<file path="src/io_timer_defines.vh">
// Constants for the port and interval timer block
`ifndef IO_TIMER_DEFINES_VH
`define IO_TIMER_DEFINES_VH
// ==========================================================
// Register select codes within the port section (addr 1:0)
`define PORT_A_OUTPUT_SEL    2'h0
`define PORT_A_DIRECTION_SEL 2'h1
`define PORT_B_OUTPUT_SEL    2'h2
`define PORT_B_DIRECTION_SEL 2'h3
// ==========================================================
// Address bit positions
`define ADDR_POLARITY_BIT  0
`define ADDR_EDGE_EN_BIT   1
`define ADDR_TIMER_SEL_BIT 2
`define ADDR_TIMER_EN_BIT  3
`define ADDR_TIMER_WR_BIT  4
// ==========================================================
// Flag register field positions
`define TIMER_FLAG_BIT 7
`define EDGE_FLAG_BIT  6
// ==========================================================
// Reset values
`define PORT_RESET     8'h00
`define EDGE_POL_RESET 1'b0
// Port lines idle high through their pull-ups
`define PIN_IDLE_RESET 8'hff
// ==========================================================
// Prescale codes and divider width (1, 8, 64, 1024 clocks)
`define PRESCALE_DIV1    2'h0
`define PRESCALE_DIV8    2'h1
`define PRESCALE_DIV64   2'h2
`define PRESCALE_DIV1024 2'h3
`define PRESCALE_WIDTH   10
// Last divider count of each interval (length minus one)
`define PRESCALE_LAST1    10'h000
`define PRESCALE_LAST8    10'h007
`define PRESCALE_LAST64   10'h03f
`define PRESCALE_LAST1024 10'h3ff
`endif

</file>
<file path="src/io_ports_interval_timer.v">
// Two bidirectional ports, edge detect and interval timer
`timescale 1ns/1ps
`default_nettype none
`include "io_timer_defines.vh"

// Contract
// RL1 - Port A line is input when direction bit 0, output when 1
// RL2 - Port A output line drives its output register bit
// RL3 - Port A read returns the sampled pin levels
// RL4 - Output register writes stored always; pin follows only when output
// RL5 - Active edge on edge line sets edge flag regardless of enable
// RL6 - Edge flag with edge interrupt enabled pulls interrupt low
// RL7 - Edge control write takes polarity and enable from address, not data
// RL8 - Edge control: select high, addr4 low, addr2 high; a0 polarity, a1 enable
// RL9 - Reset disables edge interrupt and selects falling edge
// RL10 - Software clears edge flag before enabling edge interrupt
// RL11 - Reading the flag register clears the edge flag
// RL12 - Port B has its own direction and output registers, like port A
// RL13 - Port B read returns output register contents
// RL14 - Reset clears port registers, floats data bus, disables interrupts
// RL15 - System holds reset low at least one clock period
// RL16 - Read high, write low; data driven only on selected reads
// RL17 - Interrupt output active low open drain, from edge or timer
// RL18 - Timer write loads count and sets prescale from address bits
// RL19 - Prescale codes 00,01,10,11 give 1, 8, 64, 1024 clocks
// RL20 - Address bit 3 on any timer access sets timer interrupt enable
// RL21 - Before expiry timer read gives intervals remaining
// RL22 - After passing zero flag sets, count all ones, then every clock
// RL23 - Timer access clears flag unless it sets in same cycle
// RL24 - Flag read: timer flag bit 7, edge flag bit 6, rest zero
// RL25 - Port register select by address bits 1:0
module io_ports_interval_timer (
    input  wire       ref_clk,
    input  wire       rst_n,
    input  wire       chip_select_high,
    input  wire       chip_select_low_n,
    input  wire       register_select,
    input  wire       read_write,
    input  wire [4:0] addr,
    input  wire [7:0] data_in,
    output reg  [7:0] data_out,
    output reg        data_oe,
    input  wire [7:0] port_a_in,
    output reg  [7:0] port_a_out,
    output reg  [7:0] port_a_oe,
    input  wire [7:0] port_b_in,
    output reg  [7:0] port_b_out,
    output reg  [7:0] port_b_oe,
    output reg        irq_n_out,
    output reg        irq_n_oe
);
    // ======================================================
    // Register state
    reg  [7:0] port_a_output;
    reg  [7:0] port_a_direction;
    reg  [7:0] port_b_output;
    reg  [7:0] port_b_direction;
    reg  [7:0] interval_count;
    reg  [1:0] prescale_sel;
    reg        timer_irq_en;
    reg        timer_flag;
    reg        expired;
    reg        edge_flag;
    reg        edge_irq_en;
    reg        edge_polarity;
    reg  [7:0] pa_meta;
    reg  [7:0] pa_sync;
    reg  [7:0] pb_meta;
    reg  [7:0] pb_sync;
    reg        edge_prev;
    reg  [7:0] next_data;
    wire       interval_tick;

    // ======================================================
    // Access decode; bus sampled on the rising clock edge
    wire sel       = chip_select_high & ~chip_select_low_n & register_select;
    wire rd        = sel & read_write;                      // see RL16
    wire wr        = sel & ~read_write;                     // see RL16
    wire timer_sel = addr[`ADDR_TIMER_SEL_BIT];
    wire port_wr   = wr & ~timer_sel;
    wire timer_wr  = wr & timer_sel & addr[`ADDR_TIMER_WR_BIT];   // see RL18
    wire edge_wr   = wr & timer_sel & ~addr[`ADDR_TIMER_WR_BIT];  // see RL8
    wire timer_rd  = rd & timer_sel & ~addr[`ADDR_POLARITY_BIT];
    wire flag_rd   = rd & timer_sel & addr[`ADDR_POLARITY_BIT];
    wire timer_acc = timer_wr | timer_rd;

    // ======================================================
    // Two-flop synchronisers on the peripheral pins.
    // Port A resets to the pulled-up idle level: no false edge after reset.
    always @(posedge ref_clk or negedge rst_n) begin
        if (!rst_n) begin
            pa_meta <= `PIN_IDLE_RESET;
            pa_sync <= `PIN_IDLE_RESET;
            pb_meta <= 8'h00;
            pb_sync <= 8'h00;
        end else begin
            pa_meta <= port_a_in;
            pa_sync <= pa_meta;
            pb_meta <= port_b_in;
            pb_sync <= pb_meta;
        end
    end

    // ======================================================
    // Port registers; writes land regardless of direction
    always @(posedge ref_clk or negedge rst_n) begin
        if (!rst_n) begin
            port_a_output    <= `PORT_RESET;               // see RL14
            port_a_direction <= `PORT_RESET;
            port_b_output    <= `PORT_RESET;
            port_b_direction <= `PORT_RESET;
        end else if (port_wr) begin
            case (addr[1:0])                                 // see RL25
                `PORT_A_OUTPUT_SEL:    port_a_output <= data_in; // see RL4
                `PORT_A_DIRECTION_SEL: port_a_direction <= data_in;
                `PORT_B_OUTPUT_SEL:    port_b_output <= data_in; // see RL12
                default:               port_b_direction <= data_in;
            endcase
        end
    end

    // ======================================================
    // Pin drive, registered so outputs come from flops
    always @(posedge ref_clk or negedge rst_n) begin
        if (!rst_n) begin
            port_a_out <= 8'h00;
            port_a_oe  <= 8'h00;
            port_b_out <= 8'h00;
            port_b_oe  <= 8'h00;
        end else begin
            port_a_out <= port_a_output;                     // see RL2
            port_a_oe  <= port_a_direction;                  // see RL1
            port_b_out <= port_b_output;                     // see RL12
            port_b_oe  <= port_b_direction;
        end
    end

    // ======================================================
    // Edge control: address carries the settings, data ignored
    always @(posedge ref_clk or negedge rst_n) begin
        if (!rst_n) begin
            edge_irq_en   <= 1'b0;                           // see RL9
            edge_polarity <= `EDGE_POL_RESET;                // see RL9
        end else if (edge_wr) begin
            edge_polarity <= addr[`ADDR_POLARITY_BIT];       // see RL7
            edge_irq_en   <= addr[`ADDR_EDGE_EN_BIT];        // see RL7
        end
    end

    // ======================================================
    // Edge detect on the synchronised line, any direction.
    // Edge sampled from the pin, so driven outputs also count.
    wire edge_line = pa_sync[7];
    wire edge_hit  = edge_polarity ? (edge_line & ~edge_prev)
                                   : (~edge_line & edge_prev);
    always @(posedge ref_clk or negedge rst_n) begin
        if (!rst_n) begin
            edge_prev <= 1'b1;
            edge_flag <= 1'b0;
        end else begin
            edge_prev <= edge_line;
            if (edge_hit)
                edge_flag <= 1'b1;                           // see RL5
            else if (flag_rd)
                edge_flag <= 1'b0;                           // see RL11
        end
    end

    // ======================================================
    // Prescaler restarted on every timer load
    prescale_divider u_prescale (
        .ref_clk (ref_clk),
        .rst_n   (rst_n),
        .restart (timer_wr),
        .select  (prescale_sel),
        .tick    (interval_tick)
    );

    // ======================================================
    // Interval counter; after expiry it runs every clock.
    // Underflow from zero is the expiry moment.
    wire count_step = expired | interval_tick;               // see RL22
    wire expire_now = count_step & ~expired
                    & (interval_count == 8'h00);
    always @(posedge ref_clk or negedge rst_n) begin
        if (!rst_n) begin
            interval_count <= 8'h00;
            prescale_sel   <= `PRESCALE_DIV1;
            timer_irq_en   <= 1'b0;                          // see RL14
            expired        <= 1'b0;
        end else begin
            if (timer_acc)
                timer_irq_en <= addr[`ADDR_TIMER_EN_BIT];    // see RL20
            if (timer_wr) begin
                interval_count <= data_in;                   // see RL18
                prescale_sel   <= addr[1:0];                 // see RL19
                expired        <= 1'b0;
            end else if (count_step) begin
                interval_count <= interval_count - 8'h01;    // see RL21
                if (expire_now)
                    expired <= 1'b1;                         // see RL22
            end
        end
    end

    // Flag: setting wins over a same-cycle timer read; a same-cycle timer load blocks it
    always @(posedge ref_clk or negedge rst_n) begin
        if (!rst_n)
            timer_flag <= 1'b0;
        else if (expire_now & ~timer_wr)
            timer_flag <= 1'b1;                              // see RL22
        else if (timer_acc)
            timer_flag <= 1'b0;                              // see RL23
    end

    // ======================================================
    // Read data mux
    always @* begin
        next_data = 8'h00;
        if (timer_sel) begin
            if (addr[`ADDR_POLARITY_BIT]) begin
                next_data[`TIMER_FLAG_BIT] = timer_flag;     // see RL24
                next_data[`EDGE_FLAG_BIT]  = edge_flag;      // see RL24
            end else begin
                next_data = interval_count;                  // see RL21
            end
        end else begin
            case (addr[1:0])
                `PORT_A_OUTPUT_SEL:    next_data = pa_sync;  // see RL3
                `PORT_A_DIRECTION_SEL: next_data = port_a_direction;
                `PORT_B_OUTPUT_SEL:    next_data = port_b_output; // see RL13
                default:               next_data = port_b_direction;
            endcase
        end
    end

    // Data bus driven for one cycle after a selected read
    always @(posedge ref_clk or negedge rst_n) begin
        if (!rst_n) begin
            data_out <= 8'h00;
            data_oe  <= 1'b0;                                // see RL14
        end else begin
            data_out <= rd ? next_data : 8'h00;
            data_oe  <= rd;                                  // see RL16
        end
    end

    // ======================================================
    // Open-drain interrupt: output always low, enable pulls.
    // Edge flag is only gated here; it is set regardless (RL10 hazard).
    always @(posedge ref_clk or negedge rst_n) begin
        if (!rst_n) begin
            irq_n_out <= 1'b0;
            irq_n_oe  <= 1'b0;
        end else begin
            irq_n_out <= 1'b0;
            irq_n_oe  <= (edge_flag & edge_irq_en)           // see RL6
                       | (timer_flag & timer_irq_en);        // see RL17
        end
    end
endmodule // io_ports_interval_timer
`default_nettype wire

</file>
<file path="src/prescale_divider.v">
// Prescale divider producing one-cycle interval enable pulses
`timescale 1ns/1ps
`default_nettype none
`include "io_timer_defines.vh"

module prescale_divider (
    input  wire       ref_clk,
    input  wire       rst_n,
    input  wire       restart,
    input  wire [1:0] select,
    output reg        tick
);
    // ======================================================
    // Interval length minus one for each prescale code
    function [9:0] last_count;
        input [1:0] code;
        begin
            case (code)
                `PRESCALE_DIV1:  last_count = `PRESCALE_LAST1;
                `PRESCALE_DIV8:  last_count = `PRESCALE_LAST8;
                `PRESCALE_DIV64: last_count = `PRESCALE_LAST64;
                default:         last_count = `PRESCALE_LAST1024;
            endcase
        end
    endfunction

    reg [`PRESCALE_WIDTH-1:0] count;

    // Restart aligns the first interval with the load
    always @(posedge ref_clk or negedge rst_n) begin
        if (!rst_n) begin
            count <= 10'h000;
            tick  <= 1'b0;
        end else if (restart) begin
            count <= 10'h000;
            tick  <= 1'b0;
        end else if (count == last_count(select)) begin
            count <= 10'h000;
            tick  <= 1'b1;
        end else begin
            count <= count + 10'h001;
            tick  <= 1'b0;
        end
    end
endmodule // prescale_divider
`default_nettype wire

</file>
<file path="config.mk">
export PLATFORM = sky130hd
export DESIGN_NAME = io_ports_interval_timer
export DESIGN_NICKNAME = d
export VERILOG_FILES = /design/src/io_ports_interval_timer.v /design/src/prescale_divider.v
export VERILOG_INCLUDE_DIRS = /design/src
export SDC_FILE = /design/constraint.sdc
export NUM_CORES = 1
export LEC_CHECK = 0
export BUFFER_PORTS_ARGS = -buffer_cell sky130_fd_sc_hd__buf_2
export CAP_MARGIN = 10
export CORE_MARGIN = 2
export CORE_UTILIZATION = 52
export CTS_BUF_LIST = sky130_fd_sc_hd__clkbuf_4
export DETAILED_ROUTE_END_ITERATION = 8
export PLACE_DENSITY = 0.78
export SETUP_SLACK_MARGIN = 0.4
export SKIP_LAST_GASP = 1
export SYNTH_ARGS = -nofsm -noshare
export SYNTH_HDL_FRONTEND = slang
export SYNTH_HIERARCHICAL = 1
export SYNTH_SLANG_ARGS = --single-unit
</file>
<file path="constraint.sdc">
create_clock -name ref_clk -period 1.37 [get_ports ref_clk]
set_input_delay 0.2055 -clock ref_clk [delete_from_list [all_inputs] [get_ports ref_clk]]
set_output_delay 0.2055 -clock ref_clk [all_outputs]
set_load 0.01 [all_outputs]
</file>
# Word-level counts from Yosys, hierarchy flattened
# Cells that the tools add are included.
# Widths: inputs -> output; s select.
[totals] regBits=118 latchBits=0 ram_bits=0 romBits=0 inputBits=35 out_inout_bits=43 wordCells=96 mem_count=0
[classes] add_sub_neg=2 n_mul=0 div=0 magnitude_cmp=0 n_eq_ne=5 n_shift=0 mux=21 bitwise_logic=31 reduce_logical=13
[op_table] cell="$mux 8" count=4
[op_table] cell="$mux 10" count=3
[op_table] cell="$pmux 10 s3" count=1
[op_table] cell="$pmux 8 s3" count=1
[op_table] cell="$and 1x1->1" count=18
[op_table] cell="$add 10x1->10 const B" count=1
[op_table] cell="$eq 10x10->1" count=1
[op_table] cell="$mux 1" count=10
[op_table] cell="$not 1->1" count=10
[op_table] cell="$reduce_and 2->1" count=5
[op_table] cell="$logic_not 8->1" count=1
[op_table] cell="$reduce_bool 2->1" count=4
[op_table] cell="$sub 8x1->8 const B" count=1
[op_table] cell="$mux 6" count=1
[op_table] cell="$eq 2x1->1 const B" count=2
[op_table] cell="$eq 2x2->1 const B" count=2
[op_table] cell="$logic_not 2->1" count=2
[op_table] cell="$or 1x1->1" count=3
[op_table] cell="$reduce_or 3->1" count=1
[op_table] cell="$mux 2" count=1

# Depth between registers and ports, before layout
# Gate-level depths: netlist of the first run.
[logic_depth] ltp_word=10 ltp_mapped=6 mapped_depth_nobuf=6

# Modules after synthesis
# The synthesis of the first run kept the hierarchy.
[modules_own_cells] mod="io_ports_interval_timer" n_inst=1 cells_each=251 area_per_inst_um2=3992.6 seq_area_each_um2=2698.8
[modules_own_cells] mod="prescale_divider" n_inst=1 cells_each=55 area_per_inst_um2=550.5 seq_area_each_um2=275.3

# Least setup slack after synthesis of the first run
# OpenSTA, ideal clock, no wires.
[synth_path] kind="input to register" startpoint="in read_write" endpoint="reg u_prescale.count[2]" setup_ps=139 arrival_time_ps=1248 required_ps=1231 path_slack_ps=-17 path_stages=5 n_path_buf=2 path_cell_list="and4bb_2 -> and3_1 -> buf_2 -> clkbuf_1 -> nor3_1"
[synth_via] elab_chain_cells=5
[synth_lines] item="from (decl)" line_no="io_ports_interval_timer.v:38" text="input wire read_write,"
[synth_lines] item="$not 1->1" line_no="io_ports_interval_timer.v:78" text="wire wr = sel & ~read_write;"
[synth_lines] item="$and 1x1->1" line_no="io_ports_interval_timer.v:78"
[synth_lines] item="$and 1x1->1 (2 in series)" line_no="io_ports_interval_timer.v:81" text="wire timer_wr = wr & timer_sel & addr[`ADDR_TIMER_WR_BIT];"
[synth_lines] item="via timer_wr" line_no="io_ports_interval_timer.v:81"
[synth_lines] item="$mux 10" line_no="prescale_divider.v:34" text="end else if (restart) begin"
[synth_lines] item="to (signal assigned)" line_no="prescale_divider.v:41" text="count <= count + 10'h001;"
[synth_lines] item="to (decl)" line_no="prescale_divider.v:27" text="reg [`PRESCALE_WIDTH-1:0] count;"
# The timed path passes the listed nets, and every way through them passes these cells.
# A chain may end at the register's enable or synchronous reset.

# Worst setup path in the final report of the first run
[layout_path] startpoint="reg u_prescale.count[3]" endpoint="reg u_prescale.tick"
[layout_via] elab_chain_cells=3
[layout_lines] item="$eq 10x10->1" line_no="prescale_divider.v:37" text="end else if (count == last_count(select)) begin"
[layout_lines] item="$mux 1" line_no="prescale_divider.v:37"
[layout_lines] item="$mux 1" line_no="prescale_divider.v:34"
[layout_lines] item="to (signal assigned)" line_no="prescale_divider.v:33" text="tick <= 1'b0;"
[layout_lines] item="to (signal assigned)" line_no="prescale_divider.v:36" text="tick <= 1'b0;"
[layout_lines] item="to (signal assigned)" line_no="prescale_divider.v:39" text="tick <= 1'b1;"
[layout_lines] item="to (decl)" line_no="prescale_divider.v:11" text="output reg tick"
# No other way between the ends.

==> results of run 1 <==
logic make-up after synthesis:
logic type	Yosys count	synth area share (%)
flops	118	65.5
fa+ha+maj	3	0.826
xor+xnor	15	2.89
mux	49	14.6
compound gates	24	3.11
other cells	1	0.0825
simple gates	80	10.7
buf+inv	16	2.29
sequential cells by signal (all words and copies together), names as in the netlist:
register          cells
interval_count        8
port_a_out            8
u_prescale/count     10
port_b_direction      8
data_out              8
port_a_oe             8
edge_flag             1
edge_polarity         1
port_b_oe             8
pa_sync               8
timer_flag            1
edge_irq_en           1
edge_prev             1
prescale_sel          2
port_a_direction      8
port_a_output         8
port_b_out            8
port_b_output         8
u_prescale/tick       1
pa_meta               8
timer_irq_en          1
expired               1
data_oe               1
irq_n_oe              1
layout by cell type, fill, tap and decap left out, types with 7 or more instances in the layout:
cell | Yosys | final
nand2b_1 | 7 | 7
a21oi_1 | 10 | 7
buf_6 | 3 | 26
dfrtp_1 | 101 | 101
nand2_1 | 12 | 12
mux4_2 | 1 | 8
clkbuf_4 | 0 | 21
o21ai_1 | 2 | 7
xnor2_1 | 10 | 9
dfstp_2 | 17 | 17
mux2_4 | 0 | 18
buf_2 | 5 | 62
nor2_1 | 14 | 11
buf_4 | 1 | 51
mux2_2 | 37 | 20
dlygate4sd3_1 | 0 | 18
nor3_2 | 0 | 10
nand3b_1 | 7 | 7
report_power, final:
group / internal [mW] / switching (mW) / leakage (nW)
registers: 4.09 / 0.456 / 1.49
logic: 1.58 / 1.26 / 1.41
clock network: 1.29 / 1.23 / 0.153
total: 6.96 / 2.94 / 3.06
final cells by class:
type / count / share of cell area (%)
Inverter: 4 / 0.236
Clock inverter: 12 / 2.12
Multi-Input combinational cell: 172 / 27.4
Antenna cell: 1 / 0.0393
Clock buffer: 20 / 2.36
Sequential cell: 118 / 46.7
Tap cell: 108 / 2.12
Timing Repair Buffer: 160 / 19.1
per-layer routing:
layer / track usage [%] / vias to the layer above / wire (um)
li1: - / 1421 / -
met1: 28.3 / 1622 / 4390
met2: 37.8 / 103 / 5690
met3: 6.62 / 24 / 517
met4: 8.55 / 0 / 218
met5: 0 / - / 0
per-stage QoR:
step	total power, mW	setup WS [ns]
2_1_floorplan	5.60	0.00188
3_3_place_gp	6.22	-0.144
3_5_place_dp	6.35	-0.175
4_1_cts	9.43	-0.0281
5_1_grt	10.4	-0.129
6_report	9.91	-0.0688
critical path, stage by stage (launching register included):
cell      delay, ns
dfrtp_1        0.42
nor4_2         0.31
a21oi_2        0.07
a211oi_2       0.26
buf_4          0.17
nor2b_1        0.14
worst max path at each step:
stage | startpoint | end | slack, ns | depth (start not counted)
after floorplan | interval_count[2] | interval_count[7] | 0.002 | 4
after global placement | chip_select_low_n | port_b_direction[0] | -0.14 | 5
after detailed placement | chip_select_low_n | port_b_direction[3] | -0.18 | 5
after CTS | interval_count[3] | interval_count[7] | -0.03 | 4
after global routing | u_prescale/count[1] | u_prescale/tick | -0.13 | 5
final | u_prescale/count[3] | u_prescale/tick | -0.07 | 5
what timing repair did:
item	4_1_cts	5_1_grt
gates resized for setup	31	44
buffers inserted	31	12
hold endpoints to repair	141	0
hold buffers	18	0
setup endpoints to repair	80	101
pin swaps	15	15
==> metrics.yaml, run 1 <==
final_layout:
  fin_nets: 511
  area_delta_synth_final_pct: 40.2
  fin_util_pct: 74.1
  fillers: 506
  drive_above_1_share_pct: 57.4
  stdcell_area_um2: 6370
  stdcell_count: 595
  multiInputGateArea_um2: 1740
  seq_area_um2: 2970
timing:
  finalSetupTns_ns: -0.592
  whs_ns: 0.0363
  drv_slew: 0
  fin_skew_ns: 0.0135
  rsz0062_at_grt: "yes"
  setup_ws_ns: -0.0688
  finalSetupViolCount: 12
  finalCritPeriodShare_pct: 105
  final_hold_viol_count: 0
  fin_crit_ns: 1.44
  fmaxAchievable_mhz: 695
status:
  violations: "negative setup slack"
  status: "finished with violations"
pwr:
  ir_drop_mv: 0.886
  p_leak_nw: 3.06
  p_per_area_nw_per_um2: 1560
global_routing:
  grt_pass1_vias: 3322
  antenna_found_initial: 1
  grt_max_degree: 45
  overflow: 0
  grt_usage_pct: 22.7
  grt_pass1_wl_mm: 16.5
critical_path:
  cp-start-kind: "flop"
  r2r_end: "u_prescale/tick"
  rrSetupSlack_ns: -0.07
  r2r_start: "u_prescale/count[3]"
  ff2ff_path_depth: 5
  critPathRequiredTime_ns: 1.81
  crit_arrival_ns: 1.88
  cp_max_fo: 3
  worst_setup_path_end_kind: "flop"
  crit_type: "reg -> reg"
die:
  initial_core_util_pct: 52.9
  core_area_um2: 8590
  dieArea_um2: 9500
  fp.dieW_um: 97.5
  die_h_um: 97.5
  io_pins: 78
  std_cell_rows: 34
synthesis:
  synth_edf_count: 0
  synth_cell_types: 43
  synth_top_area_cell: "dfrtp_1"
  synth-async-reset-ratio_pct: 100
  synth_ff_type: "dfrtp_1"
  synth_commonest_cells: "dfrtp_1, mux2_2, dfstp_2, nor2_1"
  synth_cells: 306
  yosysWarnings: 6
  synth.cell_area_um2: 4540
  yosysSeqAreaShare_pct: 65.5
  avgSynthCellArea_um2: 14.8
  synth_fp_nets: 344
  synth_top_cell_area_share_pct: 55.6
  ys_seq_elements: 118
  yosys-top-cells-area: "dfrtp_1, dfstp_2, mux2_2"
  synth.most_common_cell: "dfrtp_1"
worst_hold_path:
  min_path_type: "in -> reg"
  hold_path_depth: 3
  worstHoldEndpoint: "data_oe"
  min_from: "register_select"
clock_tree:
  clockBufferDepth: 2
  clkTransAtPathRegs_ns: 0.10
  clk_latency_ns: 0.52
  cts_sinks: 118
  root_buffer: "clkbuf_4"
  cts_buffers: 17
  cts_max_level: 4
  cts_tree: "done"
placed_design:
  port_buffers: 68
  place_hpwl_mm: 6.25
  dp_cells: 501
  placed_area_um2: 5260
  gp_congestion: 0.853
routing:
  drt_iter0_markers: 213
  vias_per_cell: 5.33
  wl_per_cell_um: 18.2
  vias: 3170
  drc: 0
  firstDrtPassIters: 4
  drt_wl_total_mm: 10.8
  ant_nets: 0
flow_run:
  max_cap_violations: 0
(Power assumes the default switching activity.)
==> run 2, diff against run 1 <==
Settings changed: HOLD_SLACK_MARGIN set to 0.08.
==> run 2 against run 1 <==
Net effect:
- the flow still finishes with violations (negative setup slack)
- sequential power hardly changed
- maximum frequency up 0.32%
- routed wire length shrank 0.15%
- worst hold slack improved by 0.045 ns
- non-clock buffer count up 1
- largest cell class unchanged
- count of clock-buffer cells in the layout did not move
- power barely moved
- clock power is essentially flat
- global-route usage about the same
- cell count rose by 0.17%
- critical path type unchanged
==> metrics.yaml, run 2 (synthesis gave the netlist of run 1 again) <==
status:
  status: "finished with violations"  # unchanged
  violations: "negative setup slack"  # unchanged
critical_path:
  slowest_stage: "or3_4"  # was dfrtp_1
  critPathRequiredTime_ns: 1.77  # was 1.81 ns
  path_cells: "or3_4 -> and4bb_2 -> xnor2_1 -> o21ai_1"  # was nor4_2 -> a21oi_2 -> a211oi_2 -> buf_4 -> nor2b_1
  crit_arrival_ns: 1.84  # was 1.88 ns
  path_buf_inv: 0  # was 1
  slowest_delay_ns: 0.44  # was 0.42 ns
  cp-start-kind: "flop"  # unchanged
  cp_max_fo: 4  # was 3
  crit_type: "reg -> reg"  # unchanged
  cpLargestDelayFamily: "simple AND/OR/NAND/NOR gates"  # unchanged
  worst_setup_path_end_kind: "flop"  # unchanged
final_layout:
  drive_above_1_share_pct: 57.3  # was 57.4%
  final_cell_mix: "dfrtp_1, buf_2, buf_4, buf_6, clkbuf_4"  # unchanged
  fin_nets: 512  # was 511
  stdcell_count: 596  # was 595
  area_delta_synth_final_pct: 40.4  # was 40.2%
  largest_reg_flops: 10  # unchanged
  regMostFlops: "u_prescale/count"  # unchanged
  fillers: 506  # unchanged
  final_common_cell: "dfrtp_1"  # unchanged
timing:
  final_hold_viol_count: 0  # unchanged
  finalCritPeriodShare_pct: 105  # about the same
  rsz0062_at_grt: "yes"  # unchanged
  finalSetupViolCount: 12  # unchanged
  drv_slew: 0  # unchanged
  fmaxAchievable_mhz: 697  # was 695 MHz
  fin_skew_ns: 0.0138  # was 0.0135 ns
  setup_ws_ns: -0.0642  # was -0.0688 ns
  finalSetupTns_ns: -0.648  # was -0.592 ns
  fin_crit_ns: 1.43  # was 1.44 ns
pwr:
  p_comb_share_pct: 28.7  # was 28.6%
  p_sw_share_pct: 29.7  # about the same
  p_per_area_nw_per_um2: 1550  # was 1560 nW/um^2
  p_leak_nw: 3.06  # about the same
  pwr-share-seq_pct: 45.9  # about the same
  power.clock.fraction_pct: 25.4  # about the same
  ir_drop_mv: 0.888  # was 0.886 mV
  p_switching_mw: 2.94  # about the same
  intPower_mw: 6.97  # was 6.96 mW
clock_tree:
  cts_sinks: 118  # unchanged
  clockBufferDepth: 2  # unchanged
  cts_max_level: 4  # unchanged
  clkTransAtPathRegs_ns: 0.10  # about the same
  cts_buffers: 17  # unchanged
  cts_tree: "done"  # unchanged
  ctsHoldBuffers: 19  # was 18
  clk_latency_ns: 0.51  # was 0.52 ns
  root_buffer: "clkbuf_4"  # unchanged
placed_design:
  port_buffers: 68  # unchanged
  place_hpwl_mm: 6.25  # unchanged
  dp_cells: 501  # unchanged
  gp_congestion: 0.853  # unchanged
routing:
  wl_per_cell_um: 18.1  # was 18.2 um
  firstDrtPassIters: 7  # was 4
  ant_nets: 0  # unchanged
  vias: 3164  # was 3170
  drt_wl_total_mm: 10.8  # about the same
  drt_iter0_markers: 157  # was 213
  drc: 0  # unchanged
  vias_per_cell: 5.31  # was 5.33
die:
  dieArea_um2: 9500  # unchanged
  std_cell_rows: 34  # unchanged
  initial_core_util_pct: 52.9  # unchanged
  fp.dieW_um: 97.5  # unchanged
  core_area_um2: 8590  # unchanged
  die_h_um: 97.5  # unchanged
  io_pins: 78  # unchanged
global_routing:
  antenna_found_initial: 1  # unchanged
  grt_usage_pct: 22.7  # about the same
  grt_pass1_wl_mm: 16.5  # about the same
  overflow: 0  # unchanged
  grt_pass1_vias: 3327  # was 3322
  grt_max_degree: 45  # unchanged
flow_run:
  max_cap_violations: 0  # unchanged
worst_hold_path:
  min_path_type: "in -> async"  # was in -> reg
## run 2: cell types whose count changed in the layout (fill, tap and decap cells not counted), sizes merged
| cell | change |
|---|---|
| dlygate4sd3 | +1 |
## run 2: layout make-up
type / instances / area, um^2 / share of cell area [%]
Antenna cell: 1 / 2.50 / 0.0392
Clock buffer: 20 / 150 / 2.35
Clock inverter: 12 / 135 / 2.12
Inverter: 4 / 15.0 / 0.235
Multi-Input combinational cell: 172 / 1740 / 27.3
Sequential cell: 118 / 2970 / 46.6
Tap cell: 108 / 135 / 2.12
Timing Repair Buffer: 161 / 1220 / 19.2
## run 2: worst reg2reg max path, delay by kind of cell, from the launching register on
kind,cells,cell delay [ns]
flops,1,0.39
compound gates,1,0.07
simple gates,2,0.77
xor+xnor,1,0.11
## run 2: what timing repair did
action / in CTS / in global routing
setup buffers: 31 / 12
gates resized for setup: 31 / 44
endpoints found under the setup margin: 80 / 101
hold endpoints to repair: 162 / 7
pin swaps: 15 / 15
## run 2: layer usage
layer	global-route usage [%]	wire length (um)
met5	0	0
met4	8.55	195
met3	6.62	543
met2	37.9	5720
met1	28.2	4350
## run 2: worst paths after layout
path	from	to	slack, ns	cells past startpoint
min in group ref_clk	addr[1]	edge_irq_en	0.11	2
min	rst_n	port_a_oe[2]	0.08	2
min reg2reg	pa_meta[3]	pa_sync[3]	0.36	0
max	interval_count[4]	interval_count[7]	-0.06	4
max in group asynchronous	rst_n	edge_prev	0.71	3
max reg2reg	interval_count[4]	interval_count[7]	-0.06	4
## run 2: power groups by stage
| stage | clock [mW] | combinational [mW] | sequential [mW] |
|---|---|---|---|
| floorplan | 0 | 0.998 | 4.60 |
| global placement | 0 | 1.68 | 4.54 |
| detailed placement | 0 | 1.77 | 4.58 |
| CTS | 2.55 | 2.40 | 4.48 |
| global route | 2.72 | 3.05 | 4.61 |
| finish | 2.52 | 2.84 | 4.55 |
## run 2: per-stage QoR
stage	hold WS (ns)	utilization, %	area, um^2	worst slack [ns]	power [mW]
after detailed placement	0.0813	61.2	5260	-0.175	6.35
after global routing	0.0618	74.2	6380	-0.129	10.4
final	0.0816	74.2	6380	-0.0642	9.91
after global placement	0.0796	61.2	5260	-0.144	6.22
after CTS	0.0715	71.0	6100	-0.0281	9.43
after floorplan	-0.0901	-	4640	0.00188	5.60
==> run 3, diff against run 2 <==
Settings changed: BUFFER_PORTS_ARGS -buffer_cell sky130_fd_sc_hd__buf_2 to unset, CORE_UTILIZATION 52 to 55, DONT_BUFFER_PORTS set to 1, PLACE_DENSITY 0.78 to 0.73.
==> run 3 against run 2 <==
Net effect:
- the flow finishes with violations (negative hold slack, negative setup slack)
- sequential share of layout area is 5.9 points higher
- largest cell class unchanged
- register-to-register slack hardly changed
- core utilization is 4.2 points lower
- cell count is 16% lower
- global-route usage is 0.34 points lower
==> metrics.yaml, run 3 (synthesis gave the netlist of run 1 again) <==
timing:
  final_hold_viol_count: 130  # was 0
  tightest_slew_ns: 0.616
  finalCritPeriodShare_pct: 104  # was 105%
  drv_slew: 0  # unchanged
  fin_crit_ns: 1.43  # about the same
  rsz0062_at_grt: "yes"  # unchanged
  whs_ns: -0.620  # was 0.0816 ns
  fin_skew_ns: 0.0165  # was 0.0138 ns
  finalSetupViolCount: 10  # was 12
  fmaxAchievable_mhz: 701  # was 697 MHz
  setup_ws_ns: -0.0559  # was -0.0642 ns
  relSlewSlack_pct: 58.8
routing:
  vias_per_cell: 5.51  # was 5.31
  wl_per_cell_um: 18.2  # was 18.1 um
  drt-met1-wl_mm: 4.02  # was 4.35 mm
  firstDrtPassIters: 4  # was 7
  vias: 2747  # was 3164
  dr.max_layer_used: "met4"  # unchanged
  drt_iter0_markers: 157  # unchanged
  met2WireLength_mm: 4.39  # was 5.72 mm
  drc: 0  # unchanged
  drt_wl_total_mm: 9.09  # was 10.8 mm
  met3_length_um: 508  # was 543 um
  ant_nets: 0  # unchanged
critical_path:
  cp_max_fo: 4  # unchanged
  crit_arrival_ns: 1.81  # was 1.84 ns
  ff2ff_path_depth: 4  # unchanged
  crit_start: "interval_count[4]"  # unchanged
  critPathRequiredTime_ns: 1.76  # was 1.77 ns
  crit_type: "reg -> reg"  # unchanged
  r2r_start: "interval_count[4]"  # unchanged
  worst_setup_path_end_kind: "flop"  # unchanged
  cp-start-kind: "flop"  # unchanged
final_layout:
  stdcell_area_um2: 5660  # was 6380 um^2
  diodes: 0  # was 1
  drive_above_1_share_pct: 48.0  # was 57.3%
  multiInputGateArea_um2: 1690  # was 1740 um^2
  area_delta_synth_final_pct: 24.7  # was 40.4%
  fin_util_pct: 70.0  # was 74.2%
  regMostFlops: "u_prescale/count"  # unchanged
  seq_area_um2: 2970  # unchanged
  final_common_cell: "dfrtp_1"  # unchanged
  fillers: 559  # was 506
  largest_reg_flops: 10  # unchanged
  fin_nets: 419  # was 512
  final_cell_mix: "dfrtp_1, buf_4, mux2_2, clkbuf_4, dlygate4sd3_1"  # was dfrtp_1, buf_2, buf_4, buf_6, clkbuf_4
die:
  core_area_um2: 8090  # was 8590 um^2
  std_cell_rows: 33  # was 34
  initial_core_util_pct: 56.1  # was 52.9%
  fp.dieW_um: 94.9  # was 97.5 um
  dieArea_um2: 9000  # was 9500 um^2
  io_pins: 78  # unchanged
  die_h_um: 94.9  # was 97.5 um
pwr:
  ir_drop_mv: 0.914  # was 0.888 mV
  p_per_area_nw_per_um2: 1600  # was 1550 nW/um^2
  total_power_mw: 9.07  # was 9.91 mW
  p_leak_nw: 2.55  # was 3.06 nW
clock_tree:
  root_buffer: "clkbuf_4"  # unchanged
  cts_max_level: 4  # unchanged
  clk_latency_ns: 0.51  # about the same
  cts_buffers: 17  # unchanged
  cts_tree: "done"  # unchanged
  clockBufferDepth: 2  # unchanged
  cts_sinks: 118  # unchanged
  clkTransAtPathRegs_ns: 0.11  # was 0.10 ns
placed_design:
  place_hpwl_mm: 5.15  # was 6.25 mm
  gp_congestion: 0.800  # was 0.853
  port_buffers: 0  # was 68
  placed_area_um2: 4790  # was 5260 um^2
  place_ws_ns: -0.0372  # was -0.175 ns
flow_run:
  max_cap_violations: 0  # unchanged
status:
  violations: "negative hold slack, negative setup slack"  # was negative setup slack
  status: "finished with violations"  # unchanged
global_routing:
  grt_usage_pct: 22.4  # was 22.7%
  grt_max_degree: 119  # was 45
  grt_pass1_wl_mm: 14.6  # was 16.5 mm
  grt_pass1_vias: 2812  # was 3327
  antenna_found_initial: 0  # was 1
  overflow: 0  # unchanged
worst_hold_path:
  min_path_type: "in -> async"  # unchanged
## run 3: final timing paths
check / to / slack [ns]
max reg2reg: interval_count[7] / -0.06
min: port_b_output[2] / -0.62
max in group asynchronous: pa_sync[3] / 1.73
min in group ref_clk: data_out[7] / -0.22
max: interval_count[7] / -0.06
min reg2reg: pa_sync[0] / 0.36
## run 3: cell type report
cell class | count | area share, %
clock buffer | 22 | 2.92
sequential | 118 | 52.5
multi-input combinational | 172 | 29.8
timing repair buffer | 68 | 10.3
tap | 105 | 2.32
clock inverter | 10 | 1.90
inverter | 4 | 0.265
## run 3: per-stage QoR
stage | instances | setup TNS, ns
final | 499 | -0.278
after CTS | 492 | -0.0454
after global placement | 416 | -0.126
after floorplan | 306 | 0
after detailed placement | 416 | -0.334
after global routing | 499 | -0.843
## run 3: metal layers
metal / up-vias / global-route usage (%)
met4: 0 / 9.78
li1: 1233 / -
met5: - / 0
met1: 1420 / 30.0
met3: 18 / 6.94
met2: 76 / 33.9
## run 3: what timing repair did
item | CTS | global route
endpoints found under the hold margin | 183 | 147
endpoints found under the setup margin | 72 | 73
pin swaps | 12 | 10
resized for setup | 21 | 18
buffers inserted | 25 | 7
hold buffers | 19 | 1
## run 3: worst max-delay path: stages, from the launching register on
cell and delay [ns]:
dfrtp_1 0.39, or3_4 0.42, and4bb_2 0.31, xnor2_1 0.12, o21ai_1 0.07
## run 3: power breakdown
part / switching [mW] / internal (mW)
Combinational: 0.848 / 1.19
Clock: 1.25 / 1.17
Sequential: 0.514 / 4.10
